<file path="config.mk">
export PLATFORM = sky130hd
export DESIGN_NAME = addr_decoder_bus_if
export DESIGN_NICKNAME = d
export VERILOG_FILES = /design/src/common/addr_decoder_pkg.sv /design/src/rtl/pin_sync.sv /design/src/rtl/addr_decoder_bus_if.sv
export SDC_FILE = /design/constraint.sdc
export NUM_CORES = 1
export LEC_CHECK = 0
export BUFFER_PORTS_ARGS = -buffer_cell sky130_fd_sc_hd__buf_2
export CORE_MARGIN = 1.5
export CORE_UTILIZATION = 40
export CTS_CLUSTER_DIAMETER = 200
export DETAILED_ROUTE_END_ITERATION = 12
export SLEW_MARGIN = 10
export SYNTH_ARGS = -nofsm -noshare
export SYNTH_HDL_FRONTEND = slang
export SYNTH_HIERARCHICAL = 1
export SYNTH_SLANG_ARGS = --single-unit
</file>
<file path="constraint.sdc">
create_clock -name clk -period 3.02 [get_ports clk]
set_input_delay 0.302 -clock clk [delete_from_list [all_inputs] [get_ports clk]]
set_output_delay 0.302 -clock clk [all_outputs]
set_load 0.1 [all_outputs]
</file>
<file path="src/common/addr_decoder_pkg.sv">
package addr_decoder_pkg;

  // processor memory map, inclusive bounds
  localparam logic [15:0] CORE_REG_LO = 16'h0000;
  localparam logic [15:0] CORE_REG_HI = 16'h001f;
  localparam logic [15:0] PERIPH_LO = 16'h0020;
  localparam logic [15:0] PERIPH_HI = 16'h007f;
  localparam logic [15:0] RAM_LO = 16'h0080;
  localparam logic [15:0] RAM_HI = 16'h17ff;
  localparam logic [15:0] EXT_LOW_LO = 16'h1800;
  localparam logic [15:0] EXT_LOW_HI = 16'h7fff;
  localparam logic [15:0] BANKED_LO = 16'h8000;
  localparam logic [15:0] BANKED_HI = 16'hbfff;
  localparam logic [15:0] EXT_HIGH_LO = 16'hc000;
  localparam logic [15:0] EXT_HIGH_HI = 16'hfdff;
  localparam logic [15:0] ROM_LO = 16'hfe00;

  // address held on the bus while the processor sleeps
  localparam logic [15:0] SLEEP_ADDR = 16'hffff;

  // bank select register, placed in on-chip peripheral space
  localparam logic [15:0] BANK_SEL_ADDR = 16'h0030;
  localparam int BANK_CS_BIT = 4;
  localparam logic [4:0] BANK_SEL_RESET = 5'h00;

  // page logic
  localparam logic [1:0] BANKED_TOP = 2'h2;
  localparam logic [1:0] ROOT_PAGE_TOP = 2'h3;

  // reset values of the control bits
  localparam logic BOOT_ROM_SEL_RESET = 1'b1;
  localparam logic SLEEP_GATE_RESET = 1'b0;

  // pin synchroniser depth
  localparam int SYNC_STAGES = 2;

  typedef enum logic [5:0] {
    REGION_CORE = 6'h01,
    REGION_PERIPH = 6'h02,
    REGION_RAM = 6'h04,
    REGION_BOOT_ROM = 6'h08,
    REGION_EXT = 6'h10,
    REGION_BANKED = 6'h20
  } region_t;

endpackage : addr_decoder_pkg

</file>
<file path="src/rtl/pin_sync.sv">
module pin_sync #(
  parameter int WIDTH = 1,
  parameter int STAGES = addr_decoder_pkg::SYNC_STAGES
) (
  // clock and reset
  input wire logic clk,
  input wire logic sys_rst,
  // asynchronous pins in, synchronised levels out
  input wire logic [WIDTH-1:0] pin_in,
  output logic [WIDTH-1:0] pin_sync_out
);

  logic [WIDTH-1:0] stage [STAGES];

  // first stage is read only by the next stage
  always_ff @(posedge clk or posedge sys_rst) begin
    if (sys_rst) begin
      for (int i = 0; i < STAGES; i++) begin
        stage[i] <= '0;
      end
    end else begin
      stage[0] <= pin_in;
      for (int i = 1; i < STAGES; i++) begin
        stage[i] <= stage[i-1];
      end
    end
  end

  assign pin_sync_out = stage[STAGES-1];

endmodule : pin_sync

</file>
<file path="src/rtl/addr_decoder_bus_if.sv">
// Functional notes
// - decode core regs, peripherals, RAM, external, banked, ROM windows
// - boot ROM select, set at reset, steers FE00-FFFF internal or external
// - with sleep gating on, no program select for address FFFF
// - active-low output enable on reads, write enable on writes
// - emulation pin high builds internal buses from external pins
// - low address byte follows data pins while address strobe high, held after it falls
// - read/write driven in normal mode, input in emulation
// - data pins bidirectional normally, inputs in emulation
// - low eight address pins always outputs
// - address pins 13:8 outputs normally, inputs in emulation
// - top address bits feed page logic only; pins used in emulation
// - four page outputs extend external address to 18 bits
// - after reset all external accesses use program select
// - bank register bit 4 picks chip select in banked area
// - emulation bus writes bank register; external access unchanged
// - bank register used by page logic only for top address bits equal to 10
// - outside bank: page top 11, next copy address 15:14, program select
// - in bank: page equals bank bits 3:0, bit 4 picks select
module addr_decoder_bus_if (
  // clock and reset
  input wire logic clk,
  input wire logic sys_rst,
  // embedded processor bus
  input wire logic [15:0] cpu_addr,
  input wire logic [7:0] cpu_wdata,
  input wire logic cpu_rnw,
  input wire logic cpu_valid,
  input wire logic cpu_data_phase,
  output logic [7:0] cpu_rdata,
  // control bits
  input wire logic boot_rom_wr,
  input wire logic boot_rom_wdata,
  output logic boot_rom_select,
  input wire logic sleep_gate_wr,
  input wire logic sleep_gate_wdata,
  output logic sleep_gate,
  output logic [4:0] bank_sel,
  // internal bus to on-chip functions
  output logic [15:0] bus_addr,
  output logic [7:0] bus_wdata,
  output logic bus_rnw,
  output logic bus_valid,
  output logic bus_data_phase,
  output logic [5:0] bus_region,
  // emulation pins
  input wire logic bypass_cpu_pin,
  input wire logic emu_addr_latch_strobe,
  input wire logic emu_data_phase,
  input wire logic [1:0] emu_addr_hi,
  // read/write pin
  input wire logic rnw_in,
  output logic rnw_out,
  output logic rnw_oe,
  // data pins
  input wire logic [7:0] data_in,
  output logic [7:0] data_out,
  output logic data_oe,
  // address pins
  output logic [7:0] addr_lo,
  input wire logic [5:0] addr_mid_in,
  output logic [5:0] addr_mid_out,
  output logic addr_mid_oe,
  output logic [3:0] page_addr,
  // memory strobes
  output logic out_enable_n,
  output logic write_enable_n,
  output logic program_mem_select_n,
  output logic second_mem_select_n
);

  localparam int PIN_W = 20;

  logic [PIN_W-1:0] pins_raw;
  logic [PIN_W-1:0] pins_s;
  logic emu;
  logic strobe_s;
  logic ephase_s;
  logic [1:0] hi_s;
  logic rnw_s;
  logic [7:0] data_s;
  logic [5:0] mid_s;
  logic [7:0] emu_addr_lo;
  logic [15:0] next_addr;
  logic [7:0] next_wdata;
  logic next_rnw;
  logic next_valid;
  logic next_phase;
  addr_decoder_pkg::region_t region;
  logic ext_acc;
  logic banked;
  logic sel_second;
  logic sel_program;

  function automatic addr_decoder_pkg::region_t decode(
    input logic [15:0] a,
    input logic rom_on
  );
    addr_decoder_pkg::region_t r;
    r = addr_decoder_pkg::REGION_EXT;
    if (a <= addr_decoder_pkg::CORE_REG_HI) begin
      r = addr_decoder_pkg::REGION_CORE;
    end else if (a <= addr_decoder_pkg::PERIPH_HI) begin
      r = addr_decoder_pkg::REGION_PERIPH;
    end else if (a <= addr_decoder_pkg::RAM_HI) begin
      r = addr_decoder_pkg::REGION_RAM;
    end else if (a <= addr_decoder_pkg::EXT_LOW_HI) begin
      r = addr_decoder_pkg::REGION_EXT;
    end else if (a <= addr_decoder_pkg::BANKED_HI) begin
      r = addr_decoder_pkg::REGION_BANKED;
    end else if (a <= addr_decoder_pkg::EXT_HIGH_HI) begin
      r = addr_decoder_pkg::REGION_EXT;
    end else if (rom_on) begin
      r = addr_decoder_pkg::REGION_BOOT_ROM;
    end else begin
      r = addr_decoder_pkg::REGION_EXT;
    end
    return r;
  endfunction : decode

  // every pin from the emulator crosses two flops first
  assign pins_raw = {bypass_cpu_pin, emu_addr_latch_strobe, emu_data_phase,
                     emu_addr_hi, rnw_in, data_in, addr_mid_in};

  pin_sync #(
    .WIDTH(PIN_W),
    .STAGES(addr_decoder_pkg::SYNC_STAGES)
  ) u_pin_sync (
    .clk(clk),
    .sys_rst(sys_rst),
    .pin_in(pins_raw),
    .pin_sync_out(pins_s)
  );

  assign emu = pins_s[19];
  assign strobe_s = pins_s[18];
  assign ephase_s = pins_s[17];
  assign hi_s = pins_s[16:15];
  assign rnw_s = pins_s[14];
  assign data_s = pins_s[13:6];
  assign mid_s = pins_s[5:0];

  // sampled stand-in for a transparent latch: follows while strobe high
  always_ff @(posedge clk or posedge sys_rst) begin
    if (sys_rst) begin
      emu_addr_lo <= 8'h00;
    end else if (strobe_s) begin
      emu_addr_lo <= data_s;
    end
  end

  // bus source: embedded processor or emulation pins
  always_comb begin
    if (emu) begin
      next_addr = {hi_s, mid_s, emu_addr_lo};
      next_wdata = data_s;
      next_rnw = rnw_s;
      next_valid = !strobe_s;
      next_phase = ephase_s && !strobe_s;
    end else begin
      next_addr = cpu_addr;
      next_wdata = cpu_wdata;
      next_rnw = cpu_rnw;
      next_valid = cpu_valid;
      next_phase = cpu_data_phase && cpu_valid;
    end
  end

  always_ff @(posedge clk or posedge sys_rst) begin
    if (sys_rst) begin
      bus_addr <= 16'h0000;
      bus_wdata <= 8'h00;
      bus_rnw <= 1'b1;
      bus_valid <= 1'b0;
      bus_data_phase <= 1'b0;
      bus_region <= 6'h00;
    end else begin
      bus_addr <= next_addr;
      bus_wdata <= next_wdata;
      bus_rnw <= next_rnw;
      bus_valid <= next_valid;
      bus_data_phase <= next_phase;
      bus_region <= next_valid ?
        decode(next_addr, boot_rom_select) : 6'h00;
    end
  end

  // control bits; set wins never arises as software is the only writer
  always_ff @(posedge clk or posedge sys_rst) begin
    if (sys_rst) begin
      boot_rom_select <= addr_decoder_pkg::BOOT_ROM_SEL_RESET;
      sleep_gate <= addr_decoder_pkg::SLEEP_GATE_RESET;
    end else begin
      if (boot_rom_wr) begin
        boot_rom_select <= boot_rom_wdata;
      end
      if (sleep_gate_wr) begin
        sleep_gate <= sleep_gate_wdata;
      end
    end
  end

  // bank register written from whichever master owns the bus
  always_ff @(posedge clk or posedge sys_rst) begin
    if (sys_rst) begin
      bank_sel <= addr_decoder_pkg::BANK_SEL_RESET;
    end else if (bus_data_phase && !bus_rnw &&
                 bus_addr == addr_decoder_pkg::BANK_SEL_ADDR) begin
      bank_sel <= bus_wdata[4:0];
    end
  end

  // external select, decoded from the registered internal bus
  assign region = decode(bus_addr, boot_rom_select);
  assign banked = bus_addr[15:14] == addr_decoder_pkg::BANKED_TOP;
  assign ext_acc = bus_valid &&
    (region == addr_decoder_pkg::REGION_EXT ||
     region == addr_decoder_pkg::REGION_BANKED);
  assign sel_second = ext_acc && banked &&
    bank_sel[addr_decoder_pkg::BANK_CS_BIT];
  assign sel_program = ext_acc && !sel_second &&
    !(sleep_gate && bus_addr == addr_decoder_pkg::SLEEP_ADDR);

  always_ff @(posedge clk or posedge sys_rst) begin
    if (sys_rst) begin
      program_mem_select_n <= 1'b1;
      second_mem_select_n <= 1'b1;
      out_enable_n <= 1'b1;
      write_enable_n <= 1'b1;
    end else begin
      program_mem_select_n <= !sel_program;
      second_mem_select_n <= !sel_second;
      // rnw picks one strobe, so both can never be low together
      out_enable_n <= !((sel_program || sel_second) &&
                        bus_data_phase && bus_rnw);
      write_enable_n <= !((sel_program || sel_second) &&
                          bus_data_phase && !bus_rnw);
    end
  end

  // page outputs, top address bits reach no pin directly
  always_ff @(posedge clk or posedge sys_rst) begin
    if (sys_rst) begin
      page_addr <= {addr_decoder_pkg::ROOT_PAGE_TOP, 2'h0};
    end else if (banked) begin
      page_addr <= bank_sel[3:0];
    end else begin
      page_addr <= {addr_decoder_pkg::ROOT_PAGE_TOP,
                    bus_addr[15:14]};
    end
  end

  // pin directions
  always_ff @(posedge clk or posedge sys_rst) begin
    if (sys_rst) begin
      addr_lo <= 8'h00;
      addr_mid_out <= 6'h00;
      addr_mid_oe <= 1'b0;
      rnw_out <= 1'b1;
      rnw_oe <= 1'b0;
      data_out <= 8'h00;
      data_oe <= 1'b0;
    end else begin
      addr_lo <= bus_addr[7:0];
      addr_mid_out <= bus_addr[13:8];
      addr_mid_oe <= !emu;
      rnw_out <= bus_rnw;
      rnw_oe <= !emu;
      data_out <= bus_wdata;
      // drive only on normal-mode external writes to avoid contention
      data_oe <= !emu && (sel_program || sel_second) &&
                 bus_data_phase && !bus_rnw;
    end
  end

  // read data returned to the embedded processor
  always_ff @(posedge clk or posedge sys_rst) begin
    if (sys_rst) begin
      cpu_rdata <= 8'h00;
    end else if (!out_enable_n) begin
      cpu_rdata <= data_s;
    end
  end

endmodule : addr_decoder_bus_if

</file>
==> qor.yml, run 1 <==
design_area_sq_mm: 0.00591
finalCritPeriodShare_pct: 69.3
synth_edf_count: 0
cts.htree.levels: 4
viasPerCell: 4.58
worstPathCellList: "buf_4 -> inv_6 -> o41ai_4 -> nand2_1 -> and4_1"
cts_made_buffers: 17
critPathMaxStageDelay_ns: 0.74
synth-seq-area-share_pct: 73.9
coreArea_sq_mm: 0.0107
num_vias: 2620
cp_max_fo: 18
holdWs_ns: 0.0176
gp_congestion: 0.824
grt_max_degree: 49
placed_area_sq_mm: 0.00508
critical_path_required_ns: 3.41
critical_path_class: "reg -> reg"
yosys.area_share.simple_pct: 6.34
synth_top_family_by_area: "multiplexers"
syn-num-nets: 319
finalClockSkew_ns: 0.00840
synth_compound_area_share_pct: 3.17
worst_setup_path_end_kind: "flip-flop"
synthArstFlopShare_pct: 100
multi_input_area_sq_um: 935
die_y_microns: 108
drtIter0Drc: 81
rsz0062_at_grt: "false"
synthesis.area_sq_mm: 0.00438
clk_pin_slew_ns: 0.05
dp.cells: 517
syn_to_final_growth_pct: 34.8
cp_slowest_cell: "dfrtp_1"
regArea_sq_mm: 0.00324
port_buffers: 134
die_x_microns: 108
first_global_vias: 2605
total_power_mw: 5.13
drc: 0
synth_top_area_share_pct: 68.5
cp.arrival_ns: 2.49
num_rows: 38
drive_gt1_share_pct: 53.4
clockBufferDepth: 2
tritoncts: "done"
grt_overflow: 0
avgSynthCellArea_sq_um: 16.5
yosys.cell_types.count: 38
synth_fa_ha_area_share_pct: 0
crit_path_start: "u_pin_sync/pin_sync_out[19]$_DFF_PP0_"
wl_per_cell_microns: 16.0
postSynthCellCount: 266
cp_num_buf_inv: 2
setup_viol: 0
relSlewSlack_pct: 57.9
post-place-ws_ns: 0.932
post_cts_buffers: 0
yosysWarnings: 6
insertion_delay_ns: 0.51
muxShareOfSynthArea_pct: 11.8
synthXorXnorAreaFrac_pct: 0
report.final.hold_viol_count: 0
timing.fmax_mhz: 478
start_util_pct: 40.8
r2r_start: "u_pin_sync/pin_sync_out[19]$_DFF_PP0_"
io_pins: 135
hp-class: "in -> reg"
crit_family: "flip-flops"
max-cap-violations: 0
fin_ws_ns: 0.927
leakage_nw: 2.84
die_area_sq_mm: 0.0116
clock-root-buffer: "clkbuf_8"
postRouteAntennaNets: 0
cts_resized: 0
drt_wl_total_mm: 9.16
yosys-top-cells-area: "dfrtp_1, mux2_2, dfstp_2"
final_common_cell: "buf_2"
grt.total_usage_pct: 17.3
cellPowerDensity_mw_per_mm2: 868
synthFlopType: "dfrtp_1"
grt_antenna_before_repair: 2
cts.sinks: 129
grt_pass1_wl_mm: 14.4
fin_util_pct: 55.0
status: "complete, no violations"
drtPass1Iterations: 4
ctsHoldBuffers: 22
yosys.area.top_type: "dfrtp_1"
most-common-layout-cells: "buf_2, dfrtp_1, mux2_2, dlygate4sd3_1, clkbuf_16"
crit_path_start_kind: "flip-flop"
fillers: 887
hp-start: "boot_rom_wdata"
fin_cells: 572
synth-seq-cells: 129
period_minus_slack_ns: 2.09
layout.nets: 471
place_hpwl_mm: 6.42
ir_drop_mv: 0.391
worst_pin_slew_ns: 0.632
fin_tns_setup_ns: 0
final-max-slew-violation-count: 0
-- cells in the mapped netlist (2+ instances only) --
| cell type | instances |
|---|---|
| o41ai_4 | 2 |
| buf_2 | 2 |
| nor2_1 | 3 |
| dfrtp_1 | 120 |
| nand4_1 | 5 |
| inv_1 | 4 |
| a21o_1 | 2 |
| a211oi_1 | 2 |
| nand2_1 | 8 |
| nor4_1 | 3 |
| and3_1 | 2 |
| nor2b_1 | 4 |
| clkbuf_1 | 2 |
| nand3_1 | 4 |
| dfstp_2 | 9 |
| or4_1 | 2 |
| nor3_1 | 2 |
| o21ai_0 | 2 |
| nand2b_1 | 3 |
| buf_4 | 21 |
| or3_1 | 2 |
| mux2_2 | 46 |
-- power breakdown --
group | switching, mW | internal (mW)
Combinational | 0.921 | 0.193
Clock | 0.707 | 1.34
Sequential | 0.0896 | 1.88
-- metal layers --
metal | up-vias | track usage, % | wire length (microns)
li1 | 1207 | - | -
met4 | 0 | 8.93 | 204
met2 | 100 | 25.7 | 4220
met3 | 18 | 5.02 | 573
met1 | 1295 | 23.1 | 4160
met5 | - | 0 | 0
-- logic make-up after synthesis --
logic type,Yosys count
flip-flops,129
multiplexers,46
AND/OR/NAND/NOR,46
buffers and inverters,31
AO/OA/AOI/OAI,14
-- worst reg2reg max path: cells and delay by family, from the launching register on --
| kind | cells | cell delay (ns) |
|---|---|---|
| flip-flops | 1 | 0.74 |
| AO/OA/AOI/OAI | 1 | 0.48 |
| buffers and inverters | 2 | 0.44 |
| AND/OR/NAND/NOR | 2 | 0.31 |
-- state kept, by name, summed over array words and instances (netlist names), 5 cells and up --
| signal | flops |
|---|---|
| addr_mid_out | 6 |
| data_out | 8 |
| u_pin_sync/pin_sync_out | 20 |
| emu_addr_lo | 8 |
| u_pin_sync/stage | 20 |
| bus_addr | 16 |
| bus_wdata | 8 |
| cpu_rdata | 8 |
| addr_lo | 8 |
| bank_sel | 5 |
| bus_region | 6 |
-- cell type report --
type	count	share of cell area, %
diodes	1	0.0423
clock buffers	23	8.07
clock inverters	9	2.20
inverters	5	0.445
multi-input cells	106	15.8
flip-flops and latches	129	54.8
well taps	140	2.96
repair buffers	159	15.7
-- worst paths after layout --
kind                                                    endpoint  slack [ns]  cells after the start
setup / recovery                         bus_region[4]$_DFF_PP0_        0.93                      5
hold / removal                       boot_rom_select$_DFFE_PP1P_        0.02                      3
setup reg to reg                         bus_region[4]$_DFF_PP0_        0.93                      5
hold reg to reg            u_pin_sync/pin_sync_out[13]$_DFF_PP0_        0.34                      0
max in group asynchronous                 page_addr[2]$_DFF_PP1_        1.90                      4
min in group asynchronous                  bus_addr[7]$_DFF_PP0_        0.43                      3
No activity file was read; power rests on OpenSTA's default activity.
==> inputs of run 2 (changes only) <==
PLACE_DENSITY = 0.67   (was unset)
clock period = 1.79 ns   (was 3.02 ns; I/O delays follow)
==> qor.yml, run 2 (same netlist as run 1, synthesis figures left out) <==
final-max-slew-violation-count: 0
tritoncts: "done"
dp.cells: 524
drt_wl_total_mm: 9.87
placed_area_sq_mm: 0.00517
max-cap-violations: 0
hp-class: "in -> reg"
grt_max_degree: 90
layout.nets: 506
syn_to_final_growth_pct: 42.0
first_global_vias: 2911
rsz0062_at_grt: "true"
reg2reg_to: "bank_sel[3]$_DFFE_PP0P_"
crit_path_end: "bank_sel[3]$_DFFE_PP0P_"
worst_pin_slew_ns: 0.503
cts_made_buffers: 17
r2r_start: "bus_addr[2]$_DFF_PP0_"
timing.fmax_mhz: 573
final_common_cell: "buf_2"
total_power_mw: 8.37
die_x_microns: 108
crit_path_start_kind: "flip-flop"
grt_antenna_before_repair: 0
wl_per_cell_microns: 16.3
critical_path_class: "reg -> reg"
report.final.hold_viol_count: 0
cp.arrival_ns: 2.13
fin_util_pct: 57.9
clk_pin_slew_ns: 0.05
clock-root-buffer: "clkbuf_8"
relSlewSlack_pct: 66.5
reg2reg_slack_ns: 0.05
reg2reg_depth: 4
port_buffers: 134
num_vias: 2783
start_util_pct: 40.8
drc: 0
worstPathCellList: "nor4_4 -> nand4_1 -> nor3_4 -> mux2_2"
fillers: 924
ir_drop_mv: 0.671
gp_congestion: 0.840
num_rows: 38
cts.htree.levels: 4
post-place-ws_ns: 0.0208
crit_path_start: "bus_addr[2]$_DFF_PP0_"
design_area_sq_mm: 0.00623
die_y_microns: 108
clockBufferDepth: 2
most-common-layout-cells: "buf_2, dfrtp_1, dlygate4sd3_1, mux2_2, clkbuf_16"
critical_path_required_ns: 2.18
cts.sinks: 129
viasPerCell: 4.59
grt_pass1_wl_mm: 15.6
fin_ws_ns: 0.0460
holdWs_ns: 0.0741
insertedDiodeCount: 0
finalCritPeriodShare_pct: 97.4
status: "complete, no violations"
postRouteAntennaNets: 0
insertion_delay_ns: 0.51
drtIter0Drc: 94
io_pins: 135
worst_setup_path_end_kind: "flip-flop"
cp_slowest_cell: "dfrtp_4"
finalClockSkew_ns: 0.00928
cellPowerDensity_mw_per_mm2: 1340
critPathMaxStageDelay_ns: 0.50
drive_gt1_share_pct: 54.3
grt.total_usage_pct: 18.5
place_hpwl_mm: 6.62
die_area_sq_mm: 0.0116
fin_tns_setup_ns: 0
leakage_nw: 2.95
coreArea_sq_mm: 0.0107
period_minus_slack_ns: 1.74
cp_max_fo: 5
drtPass1Iterations: 4
grt_overflow: 0
setup_viol: 0
fin_cells: 606
run 2: routing by layer:
layer | routed length, microns | vias up | share of wire (%) | GRT usage, %
li1 | - | 1273 | - | -
met1 | 4200 | 1376 | 42 | 23.0
met2 | 4850 | 113 | 49 | 29.4
met3 | 555 | 21 | 5.6 | 5.57
met4 | 278 | 0 | 2.8 | 9.21
met5 | 0 | - | 0 | 0
run 2: cell type report:
class / count / area, sq um / area share [%]
clock buffer: 26 / 478 / 7.68
clock inverter: 6 / 57.6 / 0.924
timing repair buffer: 194 / 1260 / 20.3
sequential: 129 / 3270 / 52.6
inverter: 5 / 27.5 / 0.442
multi-input combinational: 106 / 955 / 15.3
tap: 140 / 175 / 2.81
run 2: critical path, delay by kind of cell, from the launching register on:
kind / cells / cell delay, ns
muxes: 1 / 0.39
and+or+nand+nor: 3 / 0.73
DFF: 1 / 0.50
run 2: power by group:
| part | leakage [nW] | switching [mW] | internal (mW) |
|---|---|---|---|
| clock network | 0.263 | 1.13 | 1.94 |
| logic | 1.18 | 1.58 | 0.383 |
| registers | 1.51 | 0.149 | 3.18 |
| total | 2.95 | 2.87 | 5.50 |
run 2: worst min path at each step:
stage	startpoint	end	slack, ns	depth (start not counted)
after floorplan	addr_mid_in[0]	u_pin_sync/stage[20]$_DFF_PP0_	0.21	0
after global placement	addr_mid_in[5]	u_pin_sync/stage[25]$_DFF_PP0_	0.29	1
after detailed placement	data_in[6]	u_pin_sync/stage[32]$_DFF_PP0_	0.29	1
after CTS	cpu_addr[11]	bus_addr[11]$_DFF_PP0_	0.04	3
after global routing	cpu_addr[11]	bus_addr[11]$_DFF_PP0_	0.05	3
final	cpu_addr[11]	bus_addr[11]$_DFF_PP0_	0.07	3
run 2: what timing repair did:
item                                   in CTS  in global routing
setup endpoints to repair                   6                  9
pin swaps                                   2                  1
gates resized for setup                     3                  1
hold buffers                               50                  0
buffers inserted                            0                  0
endpoints found under the hold margin     167                  0
==> inputs of run 3 (changes only) <==
PLACE_DENSITY = unset   (was 0.67)
clock period = 1.8 ns   (was 1.79 ns; I/O delays follow)
==> qor.yml, run 3 (same netlist as run 1, synthesis figures left out) <==
status: "complete, no violations"
power_frac_comb_pct: 21.6
final-max-slew-violation-count: 0
cp_max_fo: 5
p_sw_share_pct: 32.0
num_vias: 2728
first_global_vias: 2821
top_layer_used: "met4"
clock-root-buffer: "clkbuf_8"
syn_to_final_growth_pct: 46.9
fin_tns_setup_ns: 0
holdWs_ns: 0.0189
hp-class: "in -> reg"
postRouteAntennaNets: 0
internal-power_mw: 6.20
drt_wl_total_mm: 9.44
drive_gt1_share_pct: 55.5
cts.htree.levels: 4
grt_pass1_wl_mm: 14.7
worst_setup_path_end_kind: "flip-flop"
cts.sinks: 129
p_clk_share_pct: 42.2
post-place-ws_ns: 0.103
viasPerCell: 4.49
insertedDiodeCount: 0
relSlewSlack_pct: 61.9
die_x_microns: 108
timing.fmax_mhz: 559
num_rows: 38
clk_pin_slew_ns: 0.06
die_area_sq_mm: 0.0116
insertion_delay_ns: 0.50
grt_antenna_before_repair: 0
place_hpwl_mm: 6.53
grt_max_degree: 39
grt_overflow: 0
wl_met3_microns: 533
critical_path_required_ns: 2.18
fin_ws_ns: 0.00989
die_y_microns: 108
drtPass1Iterations: 4
dp.cells: 524
cellPowerDensity_mw_per_mm2: 1420
report.final.hold_viol_count: 0
setup_viol: 0
design_area_sq_mm: 0.00644
layout.nets: 507
start_util_pct: 40.8
worst_pin_slew_ns: 0.570
critical_path_class: "reg -> reg"
leakage_nw: 3.04
grt.total_usage_pct: 17.2
most-common-layout-cells: "buf_2, dfrtp_1, dlygate4sd3_1, mux2_2, clkbuf_16"
finalClockSkew_ns: 0.00903
met1_length_mm: 4.20
fin_util_pct: 59.9
crit_path_start_kind: "flip-flop"
final_common_cell: "buf_2"
total_power_mw: 9.11
met2_length_mm: 4.58
drc: 0
p_seq_share_pct: 36.2
cp.arrival_ns: 2.17
drtIter0Drc: 67
cts_made_buffers: 17
finalCritPeriodShare_pct: 99.5
placed_area_sq_mm: 0.00521
io_pins: 135
wl_per_cell_microns: 15.5
gp_congestion: 0.849
power.switching_mw: 2.92
port_buffers: 134
coreArea_sq_mm: 0.0107
fin_cells: 607
max-cap-violations: 0
period_minus_slack_ns: 1.79
ir_drop_mv: 0.721
tritoncts: "done"
clockBufferDepth: 2
## run 3: changes by cell type in the layout (fill, tap and decap cells not counted)
cell and change:
clkinvlp_4 +1, buf_4 -3, clkbuf_1 -6, bufinv_16 +5, dfrtp_1 +1, mux2_2 -3, dfrtp_2 -1, clkinv_2 -3
buf_12 +4, mux2_4 +3, clkinv_4 +1, inv_6 +2
## run 3: path summary, 6_finish.rpt
kind | cells past startpoint | startpoint | slack (ns) | to
max | 5 | bus_addr[6]$_DFF_PP0_ | 0.01 | bank_sel[0]$_DFFE_PP0P_
min | 3 | cpu_addr[11] | 0.02 | bus_addr[11]$_DFF_PP0_
max reg2reg | 5 | bus_addr[6]$_DFF_PP0_ | 0.01 | bank_sel[0]$_DFFE_PP0P_
min reg2reg | 0 | u_pin_sync/stage[34]$_DFF_PP0_ | 0.35 | u_pin_sync/pin_sync_out[14]$_DFF_PP0_
max in group asynchronous | 4 | sys_rst | 0.87 | second_mem_select_n$_DFF_PP1_
min in group asynchronous | 3 | sys_rst | 0.23 | u_pin_sync/stage[36]$_DFF_PP0_
## run 3: worst max-delay path: stages, from the launching register on
cell,delay (ns)
dfrtp_4,0.50
nor4_4,0.27
nand4_1,0.18
nor3_4,0.27
buf_12,0.14
mux2_2,0.32
## run 3: area by class of cell
type | instances | area, sq um
Inverter | 5 | 27.5
Tap cell | 140 | 175
Clock inverter | 12 | 226
Clock buffer | 20 | 455
Timing Repair Buffer | 195 | 1320
Multi-Input combinational cell | 106 | 966
Fill cell | 853 | 4310
Sequential cell | 129 | 3270
## run 3: layer usage
metal | track usage [%] | vias up
li1 | - | 1284
met1 | 22.3 | 1329
met2 | 27.4 | 105
met3 | 5.15 | 10
met4 | 6.39 | 0
met5 | 0 | -
## run 3: repair_timing
| item | 4_1_cts | 5_1_grt |
|---|---|---|
| hold buffers | 50 | 0 |
| buffers inserted | 0 | 1 |
| endpoints found under the setup margin | 1 | 5 |
| pin swaps | 0 | 3 |
| gates resized for setup | 1 | 5 |
| hold endpoints to repair | 107 | 0 |
## run 3: power by group through the flow
| stage | logic, mW | clock network, mW | registers (mW) |
|---|---|---|---|
| after floorplan | 0.287 | 0 | 4.59 |
| after global placement | 1.89 | 0 | 3.34 |
| after detailed placement | 1.89 | 0 | 3.35 |
| after CTS | 1.98 | 3.93 | 3.30 |
| after global routing | 2.03 | 4.06 | 3.33 |
| final | 1.97 | 3.85 | 3.30 |
